<file path="config.mk">
export PLATFORM = sky130hd
export DESIGN_NAME = pmux_top
export DESIGN_NICKNAME = d
export VERILOG_FILES = /design/src/pmux_pkg.sv /design/src/pmux_top.sv
export VERILOG_INCLUDE_DIRS = /design/src
export SDC_FILE = /design/constraint.sdc
export NUM_CORES = 1
export LEC_CHECK = 0
export BUFFER_PORTS_ARGS = -buffer_cell sky130_fd_sc_hd__buf_2
export CORE_MARGIN = 1
export CORE_UTILIZATION = 30
export CTS_CLUSTER_DIAMETER = 60
export DETAILED_ROUTE_END_ITERATION = 16
export PLACE_DENSITY = 0.57
export SYNTH_ARGS = -nofsm -noshare
export SYNTH_HDL_FRONTEND = slang
export SYNTH_SLANG_ARGS = --single-unit
export TNS_END_PERCENT = 50
</file>
<file path="constraint.sdc">
create_clock -name hclk -period 4.93 [get_ports hclk]
set_input_delay 0.2465 -clock hclk [delete_from_list [all_inputs] [get_ports hclk]]
set_output_delay 0.2465 -clock hclk [all_outputs]
set_load 0.005 [all_outputs]
</file>
<file path="src/pmux_defs.svh">
// Overview of operation
// - One direction bit per pin; 0 is push-pull output, 1 input; resets to 1.
// - Reading port data of an input pin returns the live pin level.
// - Reading port data of an output pin returns the output latch.
// - Each pin owns one direction bit, changeable alone at any time.
// - Input select bits 7..6 route periodic-timer clock: 01 A6, 10 A7, 11 B1.
// - Input select bit 5 set routes standard-timer clock from A2.
// - Input select bit 4 picks standard-timer capture: 0 A6, 1 A0.
// - Input select bit 3 picks periodic-timer capture: 0 A5, 1 B0.
// - Input select bits 1..0 route interrupt: 01 A2, 11 A5, others reserved.
// - Unimplemented select bits ignore writes and read zero.
// - Port A select bit 7 set drives inverted standard-timer output on A7.
// - Port A select bit 7 acts only while reset pin control holds 55h.
// - Port A select bit 6 set drives standard-timer output on A6.
// - Output latch keeps its value until its data register is written.
// - Port data registers reset to all ones.
`ifndef PMUX_DEFS_SVH
`define PMUX_DEFS_SVH

`define PMUX_OFF_PA_DATA  8'h00
`define PMUX_OFF_PA_DIR   8'h04
`define PMUX_OFF_PB_DATA  8'h08
`define PMUX_OFF_PB_DIR   8'h0C
`define PMUX_OFF_PA_SEL   8'h10
`define PMUX_OFF_PB_SEL   8'h14
`define PMUX_OFF_IN_SEL   8'h18

`define PMUX_RST_PA       8'hFF
`define PMUX_RST_PB       6'h3F
`define PMUX_RST_SEL      8'h00
`define PMUX_MASK_PA_SEL  8'hE0
`define PMUX_MASK_PB_SEL  8'h3E
`define PMUX_MASK_IN_SEL  8'hFB
`define PMUX_RESET_PIN_CONTROL_KEY     8'h55

`define PMUX_PA7_SEL      7
`define PMUX_PA6_SEL      6
`define PMUX_PB5_SEL      5
`define PMUX_PB1_SEL      1
`define PMUX_IS_STCLK     5
`define PMUX_IS_STCAP     4
`define PMUX_IS_PTCAP     3

`endif

</file>
<file path="src/pmux_pkg.sv">
package pmux_pkg;

    typedef enum logic [1:0] {PH_IDLE, PH_WRITE, PH_READ} pmux_phase_t;

    typedef struct packed {
        logic ptimer_clock_in;
        logic stimer_clock_in;
        logic stimer_capture_in;
        logic ptimer_capture_in;
        logic ext_irq_in;
    } pmux_route_t;

endpackage : pmux_pkg

</file>
<file path="src/pmux_top.sv">
`timescale 1ns/1ps
`include "pmux_defs.svh"

module pmux_top #(
    parameter int PB_W = 6
) (
    input  wire logic                 hclk,
    input  wire logic                 hresetn,
    input  wire logic                 hsel,
    input  wire logic [31:0]          haddr,
    input  wire logic [1:0]           htrans,
    input  wire logic                 hwrite,
    input  wire logic [2:0]           hsize,
    input  wire logic [31:0]          hwdata,
    input  wire logic                 hready,
    output logic      [31:0]          hrdata,
    output logic                      hreadyout,
    output logic                      hresp,
    input  wire logic [7:0]           reset_pin_control,
    input  wire logic [7:0]           pa_in,
    output logic      [7:0]           pa_out,
    output logic      [7:0]           pa_oe,
    input  wire logic [PB_W-1:0]      pb_in,
    output logic      [PB_W-1:0]      pb_out,
    output logic      [PB_W-1:0]      pb_oe,
    input  wire logic                 stimer_out,
    input  wire logic                 stimer_out_inverted,
    input  wire logic                 ptimer_out,
    output pmux_pkg::pmux_route_t     route
);

    // ------------------------------------------------------------
    // Register state
    // ------------------------------------------------------------
    pmux_pkg::pmux_phase_t  phase_q;
    logic [7:0]             addr_q;
    logic [31:0]            hrdata_q;
    logic                   hreadyout_q;
    logic [7:0]             pa_data_q;
    logic [7:0]             pa_dir_q;
    logic [PB_W-1:0]        pb_data_q;
    logic [PB_W-1:0]        pb_dir_q;
    logic [7:0]             pa_sel_q;
    logic [7:0]             pb_sel_q;
    logic [7:0]             in_sel_q;
    logic [7:0]             pa_out_q;
    logic [7:0]             pa_oe_q;
    logic [PB_W-1:0]        pb_out_q;
    logic [PB_W-1:0]        pb_oe_q;
    pmux_pkg::pmux_route_t  route_q;

    // ------------------------------------------------------------
    // Bus decode
    // ------------------------------------------------------------
    wire        take     = hsel && htrans[1] && hready;
    wire        wr_en    = (phase_q == pmux_pkg::PH_WRITE);
    wire        hit_pa_d = (addr_q == `PMUX_OFF_PA_DATA);
    wire        hit_pa_c = (addr_q == `PMUX_OFF_PA_DIR);
    wire        hit_pb_d = (addr_q == `PMUX_OFF_PB_DATA);
    wire        hit_pb_c = (addr_q == `PMUX_OFF_PB_DIR);
    wire        hit_pa_s = (addr_q == `PMUX_OFF_PA_SEL);
    wire        hit_pb_s = (addr_q == `PMUX_OFF_PB_SEL);
    wire        hit_in_s = (addr_q == `PMUX_OFF_IN_SEL);
    wire [7:0]  wbyte    = hwdata[7:0];

    // Input pins show the pad, output pins show the latch
    wire [7:0]      pa_read = (pa_dir_q & pa_in) | (~pa_dir_q & pa_data_q);
    wire [PB_W-1:0] pb_read = (pb_dir_q & pb_in) | (~pb_dir_q & pb_data_q);

    wire [7:0] rd_byte =
          ({8{hit_pa_d}} & pa_read)
        | ({8{hit_pa_c}} & pa_dir_q)
        | ({8{hit_pb_d}} & {{(8-PB_W){1'b0}}, pb_read})
        | ({8{hit_pb_c}} & {{(8-PB_W){1'b0}}, pb_dir_q})
        | ({8{hit_pa_s}} & pa_sel_q)
        | ({8{hit_pb_s}} & pb_sel_q)
        | ({8{hit_in_s}} & in_sel_q);

    // Reads take one wait state so a write just before is always seen
    always_ff @(posedge hclk or negedge hresetn)
    begin
        if (!hresetn)
        begin
            phase_q     <= pmux_pkg::PH_IDLE;
            addr_q      <= 8'h00;
            hreadyout_q <= 1'b1;
            hrdata_q    <= 32'h0000_0000;
        end
        else if (phase_q == pmux_pkg::PH_READ)
        begin
            phase_q     <= pmux_pkg::PH_IDLE;
            hreadyout_q <= 1'b1;
            hrdata_q    <= {24'h00_0000, rd_byte};
        end
        else if (take)
        begin
            phase_q     <= hwrite ? pmux_pkg::PH_WRITE : pmux_pkg::PH_READ;
            addr_q      <= haddr[7:0];
            hreadyout_q <= hwrite;
        end
        else
        begin
            phase_q <= pmux_pkg::PH_IDLE;
        end
    end

    // ------------------------------------------------------------
    // Software registers
    // ------------------------------------------------------------
    always_ff @(posedge hclk or negedge hresetn)
    begin
        if (!hresetn)
        begin
            pa_data_q <= `PMUX_RST_PA;
            pb_data_q <= `PMUX_RST_PB;
            pa_dir_q  <= `PMUX_RST_PA;
            pb_dir_q  <= `PMUX_RST_PB;
            pa_sel_q  <= `PMUX_RST_SEL;
            pb_sel_q  <= `PMUX_RST_SEL;
            in_sel_q  <= `PMUX_RST_SEL;
        end
        else if (wr_en)
        begin
            // Latches change only on their own write
            if (hit_pa_d)
                pa_data_q <= wbyte;
            if (hit_pb_d)
                pb_data_q <= wbyte[PB_W-1:0];
            // Whole-byte write, each bit steers only its own pin
            if (hit_pa_c)
                pa_dir_q <= wbyte;
            if (hit_pb_c)
                pb_dir_q <= wbyte[PB_W-1:0];
            if (hit_pa_s)
                pa_sel_q <= wbyte & `PMUX_MASK_PA_SEL;
            // Bits 4..2 are stored but steer nothing
            if (hit_pb_s)
                pb_sel_q <= wbyte & `PMUX_MASK_PB_SEL;
            if (hit_in_s)
                in_sel_q <= wbyte & `PMUX_MASK_IN_SEL;
        end
    end

    // ------------------------------------------------------------
    // Output function selection
    // ------------------------------------------------------------
    wire reset_pin_control_ok = (reset_pin_control == `PMUX_RESET_PIN_CONTROL_KEY);
    wire pa7_fn  = pa_sel_q[`PMUX_PA7_SEL] && reset_pin_control_ok;
    wire pa6_fn  = pa_sel_q[`PMUX_PA6_SEL];
    wire pb5_fn  = pb_sel_q[`PMUX_PB5_SEL];
    wire pb1_fn  = pb_sel_q[`PMUX_PB1_SEL];

    wire [7:0]      pa_fsel = {pa7_fn, pa6_fn, 6'b00_0000};
    wire [7:0]      pa_fval = {stimer_out_inverted, stimer_out, 6'b00_0000};
    wire [PB_W-1:0] pb_fsel = PB_W'({pb5_fn, 3'b000, pb1_fn, 1'b0});
    wire [PB_W-1:0] pb_fval = PB_W'({ptimer_out, 3'b000, stimer_out_inverted, 1'b0});

    // A selected timer output owns the driver and forces it on
    wire [7:0]      pa_out_d = (pa_fsel & pa_fval) | (~pa_fsel & pa_data_q);
    wire [PB_W-1:0] pb_out_d = (pb_fsel & pb_fval) | (~pb_fsel & pb_data_q);
    wire [7:0]      pa_oe_d  = ~pa_dir_q | pa_fsel;
    wire [PB_W-1:0] pb_oe_d  = ~pb_dir_q | pb_fsel;

    // ------------------------------------------------------------
    // Input source routing
    // ------------------------------------------------------------
    // Four-way pick, reserved code reads as low
    function automatic logic pick4(input logic [1:0] s, input logic a, input logic b, input logic c);
        pick4 = (s == 2'b01) ? a : (s == 2'b10) ? b : (s == 2'b11) ? c : 1'b0;
    endfunction : pick4

    pmux_pkg::pmux_route_t route_d;
    assign route_d.ptimer_clock_in   = pick4(in_sel_q[7:6], pa_in[6], pa_in[7], pb_in[1]);
    assign route_d.stimer_clock_in   = in_sel_q[`PMUX_IS_STCLK] & pa_in[2];
    assign route_d.stimer_capture_in = in_sel_q[`PMUX_IS_STCAP] ? pa_in[0] : pa_in[6];
    assign route_d.ptimer_capture_in = in_sel_q[`PMUX_IS_PTCAP] ? pb_in[0] : pa_in[5];
    assign route_d.ext_irq_in        = pick4(in_sel_q[1:0], pa_in[2], 1'b0, pa_in[5]);

    always_ff @(posedge hclk or negedge hresetn)
    begin
        if (!hresetn)
        begin
            pa_out_q <= `PMUX_RST_PA;
            pb_out_q <= `PMUX_RST_PB;
            pa_oe_q  <= 8'h00;
            pb_oe_q  <= '0;
            route_q  <= '0;
        end
        else
        begin
            pa_out_q <= pa_out_d;
            pb_out_q <= pb_out_d;
            pa_oe_q  <= pa_oe_d;
            pb_oe_q  <= pb_oe_d;
            route_q  <= route_d;
        end
    end

    assign hrdata    = hrdata_q;
    assign hreadyout = hreadyout_q;
    assign hresp     = 1'b0;
    assign pa_out    = pa_out_q;
    assign pa_oe     = pa_oe_q;
    assign pb_out    = pb_out_q;
    assign pb_oe     = pb_oe_q;
    assign route     = route_q;

    // Each direction bit and latch bit steers its own pad alone
    for (genvar i = 0; i < 8; i++)
    begin : g_pa_pin

    end

    for (genvar i = 0; i < PB_W; i++)
    begin : g_pb_pin

    end
endmodule : pmux_top

</file>
==> run metrics <==
status finished, final reports clean; Die Span X 119.9 µm; gr ovfl total 0; Site Rows 42; Die Ht 119.9 µm; clock sinks 95; Synth area leader dfrtp_1; synthesis-to-finish area growth 20.06%; Final ANT Viol Nets 0; Highest Clock Rate 0.3826 GHz; top cell type's share of synthesized area 0.3118; top_reg_cell synth dfrtp_1; DR vias/cell 4.560; largest net degree at the start of global routing 58; Final min period 2.614 ns; synth warn 0; later-pin clock latency in the skew report 0.35 ns; Power Density 370.3 nW/µm²; Clock Root Buffer clkbuf_16; post-place instance area 4703 µm²; die area 14380 µm²; Worst-Margin Slew 1.007 ns; # DRC 0; IR drop worst, VDD 0.1682 mV; Critical Path AT 2.88 ns; maxcap violations 0; final worst setup slack 2.316 ns; Tcrit/Tclk final 0.5302; CTS buffer count 9; highest cell delay on the worst timing path 1.00 ns; Max Slew Vio Count 0; via total after detailed routing 2704; setup TNS 0 ns; endpoints failing setup 0; htree depth 3; synth unique cells 44; CP max-delay cell dfrtp_1; Post-synth EDFFs 0; final WL 9484 µm; clk buf depth 2; synth cell count leaders mux2_2, dfrtp_1, dfstp_2; flops & latches, synth 95; CP Launch Type register; count leader, synth mux2_2; drt wl/cell 15.99 µm; relative slew slack 0.3288; layout cell share with drive strength beyond 1 0.5204; DRT iter0 DRCs 128; Worst EP required 5.20 ns; Final Hold Slack 0.08663 ns; Worst-path clk slew 0.07 ns; initial antenna violation count 0; Worst Setup End Kind register; Total Routing Usage GR 0.1395; antenna cells 0; Fin. Hold Viols 0; CP max FO 31; Final Skew 0.01202 ns; post-synthesis sequential area ratio 0.5826; Leak 2.239 nW; routability cong. 0.7277; fin area 5010 µm²; RSZ-0062 raised after global routing no; first-pass detailed-route iteration total 4; ranking of synthesized cells by area dfrtp_1, dfstp_2, mux2_2; Crit path buffers/inverters 0; critical path's top delay family simple AND/OR/NAND/NOR gates; fin nets 511; post-CTS resize count 0; CP cell instances nor4b_2 -> nand2_2 -> mux2_2; crit path kind register to register; # IOs 166; syn avg cell area 13.00 µm²; dpl hpwl 6704 µm; Hold Crit Class input pin to register; Post-Syn Instances 321; Initial Utilization 0.3114; Placement Setup Slack 2.294 ns; vias in the first global route 2759; Placeable Area 13400 µm²; IO Port Bufs 88; CTS tree done; Post-Syn Area 4173 µm²; asr flop ratio synth 1.000; first-pass GRT wire length 15080 µm
==> through the flow <==
| stage | util | total power [mW] | instances |
|---|---|---|---|
| after floorplan | - | 1.091 | 345 |
| after global placement | 0.3510 | 1.181 | 576 |
| after detailed placement | 0.3510 | 1.189 | 576 |
| after CTS | 0.3739 | 1.881 | 593 |
| after global routing | 0.3739 | 1.937 | 593 |
| final | 0.3739 | 1.855 | 593 |
==> routing by layer <==
metal	global-route usage	share of wire	vias to the layer above
met5	0	0	-
met1	0.1868	0.47	1349
met2	0.2188	0.47	73
met4	0.06797	0.021	0
li1	-	-	1266
met3	0.02234	0.037	16
==> placed cells by master (no fill, tap or decap), types with 4 or more instances in the layout <==
cell / synthesis / final
dfstp_2: 43 / 43
nand3_1: 5 / 5
nor4_1: 4 / 4
dfrtp_1: 52 / 52
conb_1: 1 / 25
nor2_1: 5 / 5
mux2_2: 60 / 60
mux2i_1: 8 / 8
nand2_1: 14 / 14
inv_1: 12 / 12
a21oi_1: 4 / 4
o21ai_0: 26 / 26
clkbuf_16: 0 / 10
nand2b_1: 14 / 14
buf_2: 4 / 87
==> registers in the layout (all words and copies together), names as in the netlist <==
register	flops
addr_q	8
hrdata	8
pa_data_q	8
pa_dir_q	8
pa_oe	8
pa_out	8
in_sel_q	7
pb_data_q	6
pb_dir_q	6
pb_oe	6
pb_out	6
pb_sel_q	5
route	5
pa_sel_q	3
phase_q	2
hreadyout	1
==> area by class of cell <==
class,count,area [µm²]
fill,1333,8391
sequential,95,2431
multi-input combinational,204,1556
timing repair buffer,90,460.4
clock buffer,12,267.8
tap,176,220.2
inverter,12,45.04
clock inverter,4,28.78
==> cells by family (layout without fill, tap and decap cells) <==
group / Yosys count / after routing / synth area share
mux: 68 / 68 / 0.1811
buf+inv: 46 / 118 / 0.06597
other cells: 1 / 25 / 0.0008987
simple gates: 65 / 65 / 0.09985
compound gates: 46 / 46 / 0.06957
flops: 95 / 95 / 0.5826
==> worst register-to-register path: cells and delay by family (launching register included) <==
kind	cells	cell delay [ns]
AND/OR/NAND/NOR	2	1.16
multiplexers	1	0.37
flip-flops	1	1.00
==> final timing paths <==
kind | slack (ns) | end | depth (start not counted) | startpoint
setup / recovery | 2.32 | pa_dir_q[0]$_DFFE_PN1P_ | 3 | addr_q[2]$_DFFE_PN0P_
hold / removal | 0.09 | phase_q[1]$_DFF_PN0_ | 2 | hwrite
setup reg to reg | 2.32 | pa_dir_q[0]$_DFFE_PN1P_ | 3 | addr_q[2]$_DFFE_PN0P_
hold reg to reg | 0.37 | pb_out[4]$_DFF_PN1_ | 0 | pb_data_q[4]$_DFFE_PN1P_
max in group asynchronous | 3.42 | pb_out[3]$_DFF_PN1_ | 3 | hresetn
min in group asynchronous | 0.51 | pa_oe[0]$_DFF_PN0_ | 2 | hresetn
==> power by group <==
part	internal [mW]	switching, mW	total (mW)	leakage (nW)
registers	0.871	0.0785	0.950	1.08
clock network	0.387	0.296	0.682	0.140
logic	0.116	0.107	0.223	1.02
total	1.37	0.481	1.86	2.24
==> repair_timing <==
| action | in CTS | in global routing |
|---|---|---|
| hold endpoints to repair | 27 | 0 |
| hold buffers | 1 | 0 |
| endpoints found under the setup margin | 0 | 0 |
| setup buffers | 0 | 0 |
Power figures use the tool's default switching activity.
